`src/pkg/lrt_regs.vh`:
```
// Constants for the line-standard and receive-termination select block.
// How it works
// RULE1 - Mode strap open: global standard from strap.
// RULE2 - Mode strap low: per-channel bit b0 selects.
// RULE3 - Bit b3 picks differential or single-ended input.
// RULE4 - Override pin low forces external matching everywhere.
// RULE5 - Override pin high: per-channel termination choice.
// RULE6 - Termination top bit zero enables internal matching.
// RULE7 - Bit b4: partial internal or fully internal.
// RULE8 - Low two bits choose internal resistor value.
// RULE9 - Termination top bit one selects external matching.
// RULE10 - Software avoids fully internal without transformer.
// RULE11 - Host uses override pin for hot-swap, switchover.
// RULE12 - Override pin acts without any register access.
// RULE13 - Single-ended input supports external matching only.
`ifndef LRT_REGS_VH
`define LRT_REGS_VH

// ----------------------------------------------------------------------
// Register map
// ----------------------------------------------------------------------
`define LRT_REGION_CHAN 2'h0
`define LRT_REGION_RXCFG 2'h1
`define LRT_REGION_STAT 2'h2
`define LRT_REGION_PINS 2'h3
`define LRT_REGION_MSB 8
`define LRT_REGION_LSB 7
`define LRT_IDX_MSB 6
`define LRT_IDX_LSB 2
`define LRT_BYTE_LSB_MSB 1
`define LRT_PINS_IDX 5'h00
`define LRT_PINS_W 3

// ----------------------------------------------------------------------
// Field layout and reset values
// ----------------------------------------------------------------------
`define LRT_CHAN_STD_BIT 0
`define LRT_RCF_W 5
`define LRT_RCF_TERM_LO 0
`define LRT_RCF_TERM_TOP 2
`define LRT_RCF_SING_BIT 3
`define LRT_RCF_R120_BIT 4
`define LRT_RCF_RESET 5'h04
`define LRT_CHAN_RESET 1'b0
`define LRT_STAT_E1_BIT 0
`define LRT_STAT_SING_BIT 1
`define LRT_STAT_MODE_LO 2
`define LRT_STAT_RES_LO 4
`define LRT_STAT_W 6
`define LRT_ZERO32 32'h0000_0000

// ----------------------------------------------------------------------
// Decoded codes
// ----------------------------------------------------------------------
`define LRT_TERM_EXT 2'h0
`define LRT_TERM_PARTIAL 2'h1
`define LRT_TERM_FULL 2'h2
`define LRT_RES_T1_100 2'h0
`define LRT_RES_J1_110 2'h1
`define LRT_RES_E1_120 2'h2
`define LRT_RES_E1_75 2'h3

`endif

```
`src/design/lrt_select.v`:
```
// Top of the line-standard and receive-termination select block, APB slave.
`timescale 1ns/1ps
`include "lrt_regs.vh"
module lrt_select
#(
  parameter NUM_CH = 17,
  parameter ADDR_W = 12
)
(
  // Clock, reset and enable
  input wire pclk,
  input wire presetn,
  input wire clk_en,
  // APB slave
  input wire psel,
  input wire penable,
  input wire pwrite,
  input wire [ADDR_W-1:0] paddr,
  input wire [31:0] pwdata,
  output reg [31:0] prdata,
  output reg pready,
  output reg pslverr,
  // Strap and override pins, high means open or driven high
  input wire mode_strap_select,
  input wire line_standard_strap,
  input wire rx_term_override_pin,
  // Per-channel resolved configuration
  output reg [NUM_CH-1:0] e1_mode,
  output reg [NUM_CH-1:0] rx_neg_in_en,
  output reg [2*NUM_CH-1:0] term_mode,
  output reg [2*NUM_CH-1:0] term_res_code
);

  // ----------------------------------------------------------------------
  // Address decode helpers
  // ----------------------------------------------------------------------

  // Returns the register region addressed.
  function [1:0] region_of;
    input [ADDR_W-1:0] a;
    begin
      region_of = a[`LRT_REGION_MSB:`LRT_REGION_LSB];
    end
  endfunction

  // Returns the channel index addressed.
  function [4:0] chan_of;
    input [ADDR_W-1:0] a;
    begin
      chan_of = a[`LRT_IDX_MSB:`LRT_IDX_LSB];
    end
  endfunction

  // Tells whether the address hits an implemented register.
  function addr_ok;
    input [ADDR_W-1:0] a;
    reg [ADDR_W-1:0] high_part;
    begin
      high_part = a >> (`LRT_REGION_MSB + 1);
      addr_ok = (high_part == {ADDR_W{1'b0}}) && (a[`LRT_BYTE_LSB_MSB:0] == 2'h0);
      if (region_of(a) == `LRT_REGION_PINS)
        addr_ok = addr_ok && (chan_of(a) == `LRT_PINS_IDX);
      else
        addr_ok = addr_ok && ({27'h000_0000, chan_of(a)} < NUM_CH);
    end
  endfunction

  // ----------------------------------------------------------------------
  // Storage and decode
  // ----------------------------------------------------------------------
  reg [NUM_CH-1:0] chan_cfg;
  reg [`LRT_RCF_W*NUM_CH-1:0] rx_cfg;
  wire [NUM_CH-1:0] next_e1;
  wire [NUM_CH-1:0] next_sing;
  wire [2*NUM_CH-1:0] next_mode;
  wire [2*NUM_CH-1:0] next_res;
  wire write_hit;
  wire [1:0] acc_region;
  wire [4:0] acc_chan;

  // A write lands on the edge where the completed access is seen.
  assign write_hit = clk_en & psel & penable & pready & pwrite & ~pslverr;
  assign acc_region = region_of(paddr);
  assign acc_chan = chan_of(paddr);

  genvar gi;
  generate
    for (gi = 0; gi < NUM_CH; gi = gi + 1)
    begin : g_ch
      localparam integer CH = gi;

      // Holds the channel's line-standard bit.
      always @(posedge pclk or negedge presetn)
      begin
        if (!presetn)
          chan_cfg[gi] <= `LRT_CHAN_RESET;
        else if (write_hit && acc_region == `LRT_REGION_CHAN && {27'h000_0000, acc_chan} == CH)
          chan_cfg[gi] <= pwdata[`LRT_CHAN_STD_BIT];
      end

      // Holds the channel's receive configuration field.
      always @(posedge pclk or negedge presetn)
      begin
        if (!presetn)
          rx_cfg[gi*`LRT_RCF_W +: `LRT_RCF_W] <= `LRT_RCF_RESET;
        else if (write_hit && acc_region == `LRT_REGION_RXCFG && {27'h000_0000, acc_chan} == CH)
          rx_cfg[gi*`LRT_RCF_W +: `LRT_RCF_W] <= pwdata[`LRT_RCF_W-1:0];
      end

      // Decodes this channel combinationally from pins and registers.
      lrt_chan_decode u_dec
      (
        .mode_strap_select(mode_strap_select),
        .line_standard_strap(line_standard_strap),
        .rx_term_override_pin(rx_term_override_pin),
        .line_standard_bit(chan_cfg[gi]),
        .rx_config0(rx_cfg[gi*`LRT_RCF_W +: `LRT_RCF_W]),
        .e1_mode(next_e1[gi]),
        .single_ended(next_sing[gi]),
        .term_mode(next_mode[2*gi +: 2]),
        .res_code(next_res[2*gi +: 2])
      );
    end
  endgenerate

  // ----------------------------------------------------------------------
  // Resolved outputs
  // ----------------------------------------------------------------------

  // Registers the decode every enabled cycle; the override pin reaches all
  // receivers on the next enabled edge, independent of any bus traffic.
  always @(posedge pclk or negedge presetn)
  begin
    if (!presetn)
    begin
      e1_mode <= {NUM_CH{1'b0}};
      rx_neg_in_en <= {NUM_CH{1'b1}};
      term_mode <= {2*NUM_CH{1'b0}};
      term_res_code <= {2*NUM_CH{1'b0}};
    end
    else if (clk_en)
    begin
      e1_mode <= next_e1; // RULE1 RULE2
      rx_neg_in_en <= ~next_sing; // RULE3
      term_mode <= next_mode; // RULE4 RULE12
      term_res_code <= next_res; // RULE8
    end
  end

  // ----------------------------------------------------------------------
  // Read data selection
  // ----------------------------------------------------------------------
  reg [31:0] next_rdata;
  integer k;

  // Picks the addressed register; status shows the resolved state.
  always @*
  begin
    next_rdata = `LRT_ZERO32;
    k = {27'h000_0000, acc_chan};
    if (k < NUM_CH)
    begin
      case (acc_region)
        `LRT_REGION_CHAN:
          next_rdata[`LRT_CHAN_STD_BIT] = chan_cfg[k];
        `LRT_REGION_RXCFG:
          next_rdata[`LRT_RCF_W-1:0] = rx_cfg[k*`LRT_RCF_W +: `LRT_RCF_W];
        `LRT_REGION_STAT:
        begin
          next_rdata[`LRT_STAT_E1_BIT] = e1_mode[k];
          next_rdata[`LRT_STAT_SING_BIT] = ~rx_neg_in_en[k];
          next_rdata[`LRT_STAT_MODE_LO +: 2] = term_mode[2*k +: 2];
          next_rdata[`LRT_STAT_RES_LO +: 2] = term_res_code[2*k +: 2];
        end
        default:
          next_rdata[`LRT_PINS_W-1:0] = {rx_term_override_pin, line_standard_strap,
            mode_strap_select};
      endcase
    end
  end

  // ----------------------------------------------------------------------
  // Access qualifiers
  // ----------------------------------------------------------------------
  wire access_start;
  wire addr_hit;

  // An access is answered once, in the cycle after its access phase begins.
  assign access_start = psel & penable & ~pready;
  // The map check is shared by the error flag and the read data path.
  assign addr_hit = addr_ok(paddr);

  // ----------------------------------------------------------------------
  // APB response
  // ----------------------------------------------------------------------

  // Answers one cycle into the access phase; unmapped addresses error.
  always @(posedge pclk or negedge presetn)
  begin
    if (!presetn)
    begin
      pready <= 1'b0;
      pslverr <= 1'b0;
      prdata <= `LRT_ZERO32;
    end
    else if (clk_en)
    begin
      if (access_start)
      begin
        pready <= 1'b1;
        pslverr <= ~addr_hit;
        prdata <= (pwrite || !addr_hit) ? `LRT_ZERO32 : next_rdata;
      end
      else
      begin
        // The answer stands for one cycle only.
        pready <= 1'b0;
        pslverr <= 1'b0;
      end
    end
  end

endmodule // lrt_select

```
`src/design/lrt_chan_decode.v`:
```
// Per-channel decode of line standard and receive termination.
`timescale 1ns/1ps
`include "lrt_regs.vh"
module lrt_chan_decode
(
  // Strap and override pins
  input wire mode_strap_select,
  input wire line_standard_strap,
  input wire rx_term_override_pin,
  // Channel configuration
  input wire line_standard_bit,
  input wire [`LRT_RCF_W-1:0] rx_config0,
  // Decoded results
  output reg e1_mode,
  output reg single_ended,
  output reg [1:0] term_mode,
  output reg [1:0] res_code
);

  // Resolves standard, input arrangement and matching from pins and bits.
  always @*
  begin
    if (mode_strap_select)
      e1_mode = ~line_standard_strap; // RULE1
    else
      e1_mode = line_standard_bit; // RULE2
    single_ended = rx_config0[`LRT_RCF_SING_BIT]; // RULE3
    res_code = rx_config0[`LRT_RCF_TERM_LO +: 2]; // RULE8
    term_mode = `LRT_TERM_EXT;
    if (!rx_term_override_pin)
      term_mode = `LRT_TERM_EXT; // RULE4 RULE12
    else if (single_ended)
      term_mode = `LRT_TERM_EXT; // RULE13
    else if (rx_config0[`LRT_RCF_TERM_TOP])
      term_mode = `LRT_TERM_EXT; // RULE9
    else if (rx_config0[`LRT_RCF_R120_BIT])
      term_mode = `LRT_TERM_FULL; // RULE5 RULE6 RULE7
    else
      term_mode = `LRT_TERM_PARTIAL; // RULE5 RULE6 RULE7
    if (term_mode == `LRT_TERM_EXT)
      res_code = `LRT_RES_T1_100; // RULE9
  end

endmodule // lrt_chan_decode

```
`config.mk`:
```
export PLATFORM = sky130hd
export DESIGN_NAME = lrt_select
export DESIGN_NICKNAME = d
export VERILOG_FILES = /design/src/design/lrt_select.v /design/src/design/lrt_chan_decode.v
export VERILOG_INCLUDE_DIRS = /design/src /design/src/pkg
export SDC_FILE = /design/constraint.sdc
export NUM_CORES = 1
export LEC_CHECK = 0
export BUFFER_PORTS_ARGS = -buffer_cell sky130_fd_sc_hd__clkbuf_2
export CAP_MARGIN = 30
export CORE_MARGIN = 2
export CORE_UTILIZATION = 57
export CTS_CLUSTER_DIAMETER = 40
export DETAILED_ROUTE_END_ITERATION = 10
export PLACE_DENSITY = 0.84
export SYNTH_ARGS = -nofsm -noshare
export SYNTH_HDL_FRONTEND = slang
export SYNTH_HIERARCHICAL = 1
export SYNTH_SLANG_ARGS = --single-unit
```
`constraint.sdc`:
```
create_clock -name pclk -period 1.9 [get_ports pclk]
set_input_delay 0.19 -clock pclk [delete_from_list [all_inputs] [get_ports pclk]]
set_output_delay 0.19 -clock pclk [all_outputs]
set_load 0.005 [all_outputs]
```
# ---- Word-level counts from Yosys, hierarchy flattened
# Index checks and enable logic that the tools add are counted.
dict set report classes {
  n_mux 117
  eq_ne 19
  shifts 3
  div_mod_pow 0
  n_bitwise 13
  order_cmp 3
  mul 1
  n_addsub 0
  n_reduce_logical 63
}
# cell count
set ops {}
lappend ops {{$mux W2} 85}
lappend ops {{$shiftx A85 B9 Y5} 1}
lappend ops {{$shiftx A34 B7 Y2} 2}
lappend ops {{$eq A5 B4 Y1 const B} 8}
lappend ops {{$logic_and A1 B1 Y1} 39}
lappend ops {{$logic_not A2 Y1} 19}
lappend ops {{$mux W1} 24}
lappend ops {{$eq A5 B3 Y1 const B} 4}
lappend ops {{$not A17 Y17} 1}
lappend ops {{$bmux W1 S5} 3}
lappend ops {{$logic_not A12 Y1} 1}
lappend ops {{$mux W6} 2}
lappend ops {{$eq A5 B2 Y1 const B} 2}
lappend ops {{$lt A5 B5 Y1 const B} 2}
lappend ops {{$mul A5 B3 Y8 const B} 1}
lappend ops {{$and A1 B1 Y1} 7}
lappend ops {{$lt A5 B6 Y1 const B} 1}
lappend ops {{$pmux W2 S3} 1}
lappend ops {{$eq A5 B1 Y1 const B} 1}
lappend ops {{$eq A5 B5 Y1 const B} 1}
lappend ops {{$logic_not A5 Y1} 1}
lappend ops {{$not A1 Y1} 5}
lappend ops {{$eq A2 B2 Y1 const B} 2}
lappend ops {{$pmux W2 S2} 1}
lappend ops {{other kinds (5)} 5}
dict set report word_totals {
  register_bits 238
  romBits 0
  latch_bits 0
  mem_count 0
  out_inout_bits 136
  wordCells 260
  in_bits 53
  mem_bits_rw 0
}

# ---- Longest topological paths before layout
# Gate-level depths: netlist (run 1).
dict set report logic_depth {
  depth_word 7
  mapped_depth 8
  depth_no_buf 7
}

# ---- By module
# Netlist (run 1), hierarchy kept.
# mod n_inst area_per_inst_um2 seq_area_each_um2 cells_per_inst
set modules_own_cells {}
lappend modules_own_cells {lrt_select 1 10273.6 5347.6 739}
lappend modules_own_cells {lrt_chan_decode 17 60.1 0.0 8}

# ---- Least setup slack after synthesis (run 1)
# OpenSTA, ideal clock, no wires.
dict set report synth_timing {
  kind {input-to-reg}
  startpoint {input port paddr[8]}
  endpoint {register rx_cfg[75]}
  required_time_ns 1.775
  n_path_buf 1
  t_arrival_ns 1.754
  cell_stages 8
  setup_ns 0.125
  path_slack_ns 0.022
  cell_sequence {inv_1 ha_1 clkbuf_2 inv_1 nor4_4 nand3_1 nor2_2 mux2_2}
}
dict set report synth_between {
  elab_chain_cells 3
}
# element line_no
set synth_rtl {}
lappend synth_rtl {{start: declaration} lrt_select.v:18} ;# input wire [ADDR_W-1:0] paddr,
lappend synth_rtl {{$eq A2 B1 Y1} -}
lappend synth_rtl {{$logic_and A1 B1 Y1 (no line)} -}
lappend synth_rtl {{$logic_and A1 B1 Y1} lrt_select.v:106} ;# else if (write_hit && acc_region == `LRT_REGION_RXCFG && {27'h000_0000, acc_chan} == CH)
lappend synth_rtl {{end signal: indexed assignment} lrt_select.v:105} ;# rx_cfg[gi*`LRT_RCF_W +: `LRT_RCF_W] <= `LRT_RCF_RESET;
lappend synth_rtl {{end signal: indexed assignment} lrt_select.v:107} ;# rx_cfg[gi*`LRT_RCF_W +: `LRT_RCF_W] <= pwdata[`LRT_RCF_W-1:0];
lappend synth_rtl {{end: declaration} lrt_select.v:72} ;# reg [`LRT_RCF_W*NUM_CH-1:0] rx_cfg;
# No other way between the ends.
# A chain may end at the register's enable or synchronous reset.

# ---- Final worst setup path (run 1)
dict set report layout_timing {
  startpoint {register rx_neg_in_en[2]}
  endpoint {register prdata[1]}
}
dict set report layout_between {
  elab_chain_cells 6
}
# element line_no
set layout_rtl {}
lappend layout_rtl {{start: declaration} lrt_select.v:29} ;# output reg [NUM_CH-1:0] rx_neg_in_en,
lappend layout_rtl {{start signal: assignment} lrt_select.v:137} ;# rx_neg_in_en <= {NUM_CH{1'b1}};
lappend layout_rtl {{start signal: assignment} lrt_select.v:144} ;# rx_neg_in_en <= ~next_sing;
lappend layout_rtl {{$bmux W1 S5} lrt_select.v:171} ;# next_rdata[`LRT_STAT_SING_BIT] = ~rx_neg_in_en[k];
lappend layout_rtl {{$mux W1 (implied by the code)} lrt_select.v:171}
lappend layout_rtl {{$not A1 Y1} lrt_select.v:171}
lappend layout_rtl {{$pmux W2 S3} lrt_select.v:163} ;# case (acc_region)
lappend layout_rtl {{$mux W6} lrt_select.v:161} ;# if (k < NUM_CH)
lappend layout_rtl {{$mux W6} lrt_select.v:212} ;# prdata <= (pwrite || !addr_hit) ? `LRT_ZERO32 : next_rdata;
lappend layout_rtl {{end signal: assignment} lrt_select.v:204} ;# prdata <= `LRT_ZERO32;
lappend layout_rtl {{end signal: assignment} lrt_select.v:212}
lappend layout_rtl {{end: declaration} lrt_select.v:20} ;# output reg [31:0] prdata,
# No other way between the ends. The select of a mux whose other input is x is not followed.

==> run summary, run 1 <==
CTS placed an instance of sky130_fd_sc_hd__clkbuf_16 at the clock tree root. met2 is the most crowded layer. STA classifies the critical path endpoint as a register.

The core region is 19460 sq um. After synthesis, the mean cell area works out to 12.91 sq um. In this run the worst path has a maximum fanout of 3.

For the pin with the worst max-slew slack, the measured transition is 855.5 ps. The total power consumption of the routed design is 11.13 mW. In this run the cell area of the synthesized design comes to 11290 sq um. The number of different library cells used by synthesis comes to 57.

Simple-gate share of the synthesized area: 10.85%. The logs give 0 for the DRC violations left and 13600 sq um for the summed area of non-filler cells in the final layout. Of the available clock period, the critical path in the final layout requires 98.20%. The total wire length after detailed routing came out at 29.65 mm.

For the worst setup path, the data required time is 2370 ps. The ratio of cells with drive above 1 in the final layout is 51.84%. Summing the areas of all xor and xnor instances in the mapped netlist gives 0% of the synthesized area.

Entering global routing, the biggest net connects 62 pins. Headroom to the max-slew limit came out at 42.97%. Clock-pin slew was measured on the worst setup and hold paths at 60 ps. The flow ran to the end, and the final reports show no timing, DRC or antenna violations. In the global route stage, met3 resource usage came out at 4.146%. Area fraction of the dominant cell type after synthesis: 39.44%. The overall die height is 144.8 um, and the area overhead of the layout relative to synthesis is 20.38%.

The first TritonRoute pass finished after 6 iterations. The most common cell in the synthesized netlist is sky130_fd_sc_hd__mux2_2. The run gives 0 as the total of endpoints with negative setup slack in the final report. The worst register-to-register path has a depth of 5. Dividing the detail-routed via count by the number of cells gives 5.895.

The clock passes through at most 3 buffers. In this run the most critical hold path is launched from pwrite. After the first detailed-routing iteration, the DRC count stood at 675.

After synthesis, the share of flip-flops with an asynchronous set or reset is 100.0%. The cell count after synthesis came out at 875. The count of endpoints failing hold in the final timing report was 0; the sequential fraction of the synthesis area was 47.35%. The worst register-to-register path has a setup slack of 30 ps. The achievable frequency is 536.0 MHz, and the final-report max-slew violation count is 0.

The die span in x was 144.8 um; the total leakage power was 6.703 nW. The worst setup path is launched from a register. The initial core utilization is 58.03%. The synthesized netlist devotes 3.357% of its cell area to compound gates.

The combinational family with the most area after synthesis is multiplexers. The library cell occupying the most area in the post-synthesis netlist was sky130_fd_sc_hd__dfrtp_1. The setup path with the least slack is of type reg2reg. The congestion estimate from routability-driven global placement came to 1.012. On the final layout, the worst hold slack is 47.22 ps. The finished layout holds 1353 standard cells, fillers aside. The worst hold path depth is 4. TritonCTS built the clock tree.

The arithmetic-cell share of the synthesized area counting full adders, half adders and majority gates works out to 0.5539%. The synthesized design contains 0 enable-type register cells. After global routing the overflow that remains totals 0.

Setup repair after global routing left no endpoint under its margin. The overall via count from detail_route came out at 7976. Destination of the worst register-to-register timing path: prdata[1]$_DFFE_PN0P_.

The kind of path behind the tightest hold check is in2reg. The run gives 6 as the count of warnings emitted by yosys. For the worst-skew pair, the clock arrives at the later sink with an insertion delay of 540 ps.

The power density over the cells was 818.3 nW/um^2; the met2 track demand over resource was 47.24%. The count of input and output buffers is 135, and the area of the die is 20960 sq um. For the wire length of the first global-routing pass, the log shows 46.40 mm. The post-CTS setup repair buffer count was 0.

The number of H-tree branching levels came out at 1. On the final layout, the worst clock skew is 19.61 ps. In this run the critical register-to-register path is launched from rx_neg_in_en[2]$_DFFE_PN1P_. The worst voltage drop across the vdd grid was 0.0007134 V.

The synthesized design contains 212 register bits. Ranked by instance count, the synthesized netlist is headed by 191 x sky130_fd_sc_hd__mux2_2, 178 x sky130_fd_sc_hd__dfrtp_1, 56 x sky130_fd_sc_hd__mux2i_1, 55 x sky130_fd_sc_hd__and2_1, 48 x sky130_fd_sc_hd__buf_4. After detailed placement, the design holds a cell count of 1300. The number of CTS-inserted buffers is 28. For this run, global-route usage on met1 was measured as 40.46%. The detailed placement HPWL was 21.40 mm; the final layout net count was 1124. 189 I/O pins were placed.

Measured against the total synthesized area, the mux share comes to 31.58%. The tools report the final antenna-violating net count as 0. Max-cap violations in this run came to 0.

The logs give 8202 for the via count of the first global-routing pass and 2340 ps for the worst path arrival time. Clock tree synthesis found a total of 212 sinks. Most used flip-flop cell after synthesis: sky130_fd_sc_hd__dfrtp_1. For the initial antenna violation count, the log shows 0.

Dividing the detail-routed wire length by the instance count gives 21.91 um. The terminating pin of the worst hold path was prdata[0]$_DFFE_PN0P_. The post-layout utilization of the core is 69.86%. The worst path in the final design needs a cycle of 1866 ps, including I/O delays and setup. By area the synthesized netlist is led by sky130_fd_sc_hd__dfrtp_1 39%, sky130_fd_sc_hd__mux2_2 19%, sky130_fd_sc_hd__dfstp_2 7.9%.

The overall global routing resource usage was 29.00%; the row count was 51. The logs give 12580 sq um for the area after detailed placement and 0 for the number of inserted diodes.
worst max-delay path by stage:
stage	cells after the start	slack [ps]	startpoint	end
finish	5	30	rx_neg_in_en[2]$_DFFE_PN1P_	prdata[1]$_DFFE_PN0P_
global route	5	10	rx_cfg[33]$_DFFE_PN0P_	prdata[3]$_DFFE_PN0P_
CTS	5	50	rx_neg_in_en[3]$_DFFE_PN1P_	prdata[1]$_DFFE_PN0P_
detailed placement	8	-150	paddr[2]	prdata[4]$_DFFE_PN0P_
global placement	6	-120	paddr[3]	prdata[0]$_DFFE_PN0P_
floorplan	8	20	paddr[8]	rx_cfg[75]$_DFFE_PN0P_
logic make-up (layout without fill, tap and decap cells):
| group | after synthesis | in the layout |
|---|---|---|
| muxes | 285 | 285 |
| AOI/OAI and AO/OA | 51 | 51 |
| DFF | 212 | 212 |
| and+or+nand+nor | 195 | 195 |
| other | 1 | 26 |
| adders and majority gates | 5 | 5 |
| buffers and inverters | 126 | 314 |
placed cells by master (no fill, tap or decap), drive strengths merged, types with 34 or more instances in the layout:
cell type,netlist,routed
and2,55,55
dfrtp,178,178
nor2,46,46
dfstp,34,34
mux2i,56,56
mux2,191,191
inv,40,44
mux4,38,38
buf,68,87
clkbuf,17,170
per-layer routing:
layer	wire, um	up-vias	share of wire [%]
met5	0	-	0
met1	12320	4106	42
met2	14380	348	48
li1	-	3457	-
met4	863	0	2.9
met3	2084	65	7.0
sequential cells by signal, indices dropped and copies added, names as in the netlist:
register and cells:
prdata 6, e1_mode 17, term_mode 34, pready 1
rx_neg_in_en 17, chan_cfg 17, rx_cfg 85, term_res_code 34
pslverr 1
critical path: stages, from the launching register on:
cell and delay, ps:
sky130_fd_sc_hd__dfstp_2 380, sky130_fd_sc_hd__mux4_2 460, sky130_fd_sc_hd__mux2_2 330, sky130_fd_sc_hd__a221oi_1 310, sky130_fd_sc_hd__a32o_1 230, sky130_fd_sc_hd__a31o_2 100
timing repair:
action / CTS / global route
endpoints found under the setup margin: 0 / 15
hold buffers: 1 / 0
hold endpoints to repair: 164 / 0
resized for setup: 0 / 5
area by class of cell:
type	instances	area (sq um)
Timing Repair Buffer	221	1425
Fill cell	1337	5866
Clock buffer	37	774.5
Inverter	41	153.9
Sequential cell	212	5349
Multi-Input combinational cell	562	5348
Clock inverter	15	215.2
Tap cell	265	331.6
power breakdown:
part           switching, mW  internal, mW  leakage, nW
clock                   2.06          3.45        0.486
sequential            0.0785          4.61         2.78
combinational          0.522         0.405         3.44
total                   2.67          8.46         6.70
stage by stage:
step	worst slack, ps	setup TNS [ps]
2_1_floorplan	21.60	0
3_3_place_gp	-116.4	-2762
3_5_place_dp	-151.7	-3148
4_1_cts	46.60	0
5_1_grt	9.874	0
6_report	34.17	0
Power figures use the tool's default switching activity.
==> run 2: changes to the inputs <==
- CORE_UTILIZATION: 57 -> 56
- PLACE_DENSITY: 0.84 -> 0.83
- SYNTH_HIERARCHICAL: 1 -> not set
==> run 2 against run 1 <==
- the run now ends with setup timing left
- total power decreased by 2.2%
- flip-flop and latch count unchanged
- clock skew decreased by 3.1 ps
- hold slack got worse by 6.2 ps
- die area decreased by 4.0%
- combinational power increased by 6.1%
- area after synthesis decreased by 5.8%
- setup slack got worse by 110 ps
- count of clock-buffer cells in the layout decreased by 5
- non-clock buffer count increased by 7
- first-iteration DRC count increased by 64%
==> run summary, run 2 <==
In the layout the commonest cells are 178 x sky130_fd_sc_hd__dfrtp_1, 132 x sky130_fd_sc_hd__clkbuf_2, 87 x sky130_fd_sc_hd__nand2_1. The total of endpoints with negative setup slack in the final report is 32 (+32), and the total wire length after detailed routing is 33.42 mm (+13%). The cell count after synthesis was 944 (+7.9%). Initial antenna violation count: 0 (unchanged). The clock transition time at the flip-flop clock pins of the worst setup and hold paths is 60 ps (about the same). The checks that failed: setup timing.

The maximum clock path buffer count is 3 (unchanged), and the post-route worst setup slack is -71.02 ps (-105.2 ps). The biggest area contributor in the post-synthesis netlist is sky130_fd_sc_hd__dfrtp_1. The detailed placement HPWL is 20.98 mm (-1.9%), and the transition at the pin with the smallest max-transition slack is 883.4 ps (+27.96 ps). The post-layout utilization of the core is 71.70% (+1.8 points). Kind of path behind the tightest hold check: in2reg.

The flow ran to the end, but the final reports show violations. Most used flip-flop cell after synthesis: sky130_fd_sc_hd__dfrtp_1. The largest registers in the layout are rx_cfg (85), term_mode (34), term_res_code (34). The final worst-path cycle share was 103.7% (+5.5 points). The cell with the largest stage delay on the worst path is sky130_fd_sc_hd__dfrtp_1. The largest stage delay on the critical path came out at 380 ps (-80 ps). Yosys attributes the largest share of cell area to sky130_fd_sc_hd__dfrtp_1 42%, sky130_fd_sc_hd__mux2_2 13%, sky130_fd_sc_hd__dfstp_2 8.4%. In this run the clock root is driven by a sky130_fd_sc_hd__clkbuf_16. The count of input and output buffers is 135 (unchanged). The tools report the endpoint class of the critical path as a register.

The largest fanout of any net on the critical path was 5 (+2); the overall die height was 141.9 um (-2.0%). The tools report the DRC violations left as 0 (unchanged). Number of DRC violations after detailed-routing iteration 0: 1108 (+64%). The number of flip-flops in the largest register was 85 (unchanged). The run gives 1346 (+3.5%) as the number of placed instances, taps included.

Leaving out fill and tap cells, the most frequent cell in the layout is sky130_fd_sc_hd__dfrtp_1. The tools report the count of warnings emitted by yosys as 0 (-6). The run gives 51 (-11%) as the number of distinct library cells after synthesis.

The number of flops mapped to enable cells by yosys came out at 0 (unchanged). The tools report the number of max-capacitance violations reported as 0 (unchanged). Setup repair after global routing could not meet its margin everywhere. The slack of the worst reg-to-reg path is -70 ps (-110 ps), and the area fraction of the dominant cell type after synthesis is 41.86% (+2.4 points). The post-synthesis instance area is 10640 sq um (-5.8%). The run gives 540 ps (about the same) as the clock latency reported for the late side of the worst-skew pair. The run gives 6.352 nW (-5.2%) as the total leakage power. The average wire per cell in the routed design works out to 23.82 um (+8.7%).

The run gives 0 (unchanged) as the count of endpoints failing hold in the final timing report. Achievable frequency: 507.4 MHz (-5.3%). Walking the worst path, the cells encountered are nand3b_1, buf_6, nor3_4, buf_6, nand2b_4, nor2_4, buf_6, mux2_4.

The worst path arrival time was 2380 ps (+40 ps). The critical path launch point type is a register. Non-filler instance count after layout: 1403 (+3.7%).

The maximum number of pins on one net before global-route repair was 173 (+180%); the die span in x was 141.9 um (-2.0%). The overall via count from detail_route was 8911 (+12%); the final-report max-slew violation count was 0 (unchanged). In the synthesized netlist, the cells that appear most often are 178 x sky130_fd_sc_hd__dfrtp_1, 120 x sky130_fd_sc_hd__mux2_2, 90 x sky130_fd_sc_hd__nor2_1, 88 x sky130_fd_sc_hd__nand2_1, 76 x sky130_fd_sc_hd__inv_1. The number of top-level pins was 189 (unchanged); the final critical delay including setup and external delays was 1971 ps (+105.2 ps).

The ratio of cells with drive above 1 in the final layout is 43.03% (-8.8 points), and the worst max-slew margin expressed relative to the limit is 41.10% (-1.9 points). The cell with the most instances after synthesis is sky130_fd_sc_hd__dfrtp_1. The via count of the first global-routing pass was 8594 (+4.8%). The share of async-settable or async-resettable flops after synthesis was 100.0% (unchanged). The row count is 50 (-2.0%), and the endpoint required time on the critical path is 2310 ps (-60 ps). The number of inserted diodes is 0 (unchanged), and the first-pass iteration count of the detailed router is 6 (unchanged). The run gives 48.54 mm (+4.6%) as the wire length of the first global-routing pass. The final layout net count is 1205 (+7.2%), and the floorplan core area is 18710 sq um (-3.9%). Register bit total from synthesis: 212 (unchanged).

Setup skew after layout: 16.49 ps (-3.126 ps). The tools report the final antenna-violating net count as 0 (unchanged). The cell type with the highest occurrence count on the critical path was sky130_fd_sc_hd__buf_6. TritonCTS built the clock tree. The worst voltage drop across the vdd grid is 0.0006383 V (-11%), and the synthesized area per cell is 11.27 sq um (-13%). The aggregate global routing overflow is 0 (unchanged). The logs give 1180 (-12%) for the number of filler cells placed in the layout and 29 (+3.6%) for the number of CTS-inserted buffers.

The overall global routing resource usage came out at 31.23% (+2.2 points). Number of H-tree branching levels: 1 (unchanged). The CTS sink count was 212 (unchanged); the initial core utilization was 56.89% (-1.1 points). The most flop-heavy register is rx_cfg. Compared with the post-synthesis result, the final layout area differs by 26.03%. The area of the die is 20120 sq um (-4.0%), and the mean number of vias per cell is 6.351 (+7.7%).

The critical setup path kind is reg2reg. For the routability congestion estimate from global placement, the log shows 0.9403 (-7.0%). The sequential fraction of the synthesis area was 50.25% (+2.9 points); the power density over the cells was 811.7 nW/um^2 (-0.81%).
## run 2: layout make-up
| class | instances | area, sq um | area share (%) |
|---|---|---|---|
| repair buffers | 228 | 1583 | 11.80 |
| flip-flops and latches | 212 | 5348 | 39.87 |
| multi-input cells | 599 | 4969 | 37.05 |
| inverters | 77 | 289.0 | 2.155 |
| clock buffers | 32 | 767.0 | 5.719 |
| well taps | 234 | 292.8 | 2.183 |
| clock inverters | 21 | 163.9 | 1.222 |
## run 2: critical path: cells and delay by family, from the launching register on
kind	cells	cell delay (ps)
buffers and inverters	3	500
flip-flops	1	380
multiplexers	1	310
AND/OR/NAND/NOR	4	650
## run 2: path summary, 6_finish.rpt
kind / depth (start not counted) / end / from
setup / recovery: 8 / rx_cfg[43]$_DFFE_PN0P_ / pslverr$_DFFE_PN0P_
hold / removal: 3 / prdata[1]$_DFFE_PN0P_ / line_standard_strap
setup reg to reg: 8 / rx_cfg[43]$_DFFE_PN0P_ / pslverr$_DFFE_PN0P_
hold reg to reg: 2 / rx_neg_in_en[6]$_DFFE_PN1P_ / rx_neg_in_en[6]$_DFFE_PN1P_
max in group asynchronous: 3 / rx_neg_in_en[15]$_DFFE_PN1P_ / presetn
min in group asynchronous: 2 / e1_mode[10]$_DFFE_PN0P_ / presetn
## run 2: per-stage QoR
| stage | cell area, sq um | total power, mW | hold WS [ps] | TNS (ps) | setup slack (ps) |
|---|---|---|---|---|---|
| 3_3_place_gp | 12080 | 5.657 | 161.2 | -1528 | -79.13 |
| 6_report | 13410 | 10.89 | 41.03 | -886.5 | -71.02 |
| 3_5_place_dp | 12080 | 5.675 | 162.0 | -2397 | -111.4 |
| 2_1_floorplan | 10740 | 5.237 | -105.6 | -451.7 | -28.30 |
| 5_1_grt | 13410 | 11.17 | 29.13 | -3005 | -101.4 |
| 4_1_cts | 13090 | 10.84 | 28.89 | 0 | 2.419 |
## run 2: logic make-up after synthesis
kind of cell	synth area share, %
DFF	50.25
AOI/OAI and AO/OA	8.219
and+or+nand+nor	9.453
adders and majority gates	0.6937
other	0.03524
muxes	24.51
buffers and inverters	6.831
## run 2: repair_timing
item | CTS | global route
endpoints found under the setup margin | 60 | 95
buffers inserted | 1 | 1
resized for setup | 16 | 81
endpoints found under the hold margin | 104 | 0
pin swaps | 3 | 10
hold buffers | 1 | 0
## run 2: power breakdown
group	internal, mW	switching (mW)	total, mW
Sequential	4.61	0.0709	4.68
Combinational	0.386	0.599	0.985
Clock	2.98	2.24	5.22
Total	7.97	2.91	10.9
## run 2: layer usage
layer / track usage [%] / routed length (um) / part of all wire (%)
met5: 0 / 0 / 0
met3: 5.029 / 3368 / 10
met2: 50.59 / 15860 / 47
met4: 11.68 / 1594 / 4.8
met1: 42.97 / 12600 / 38
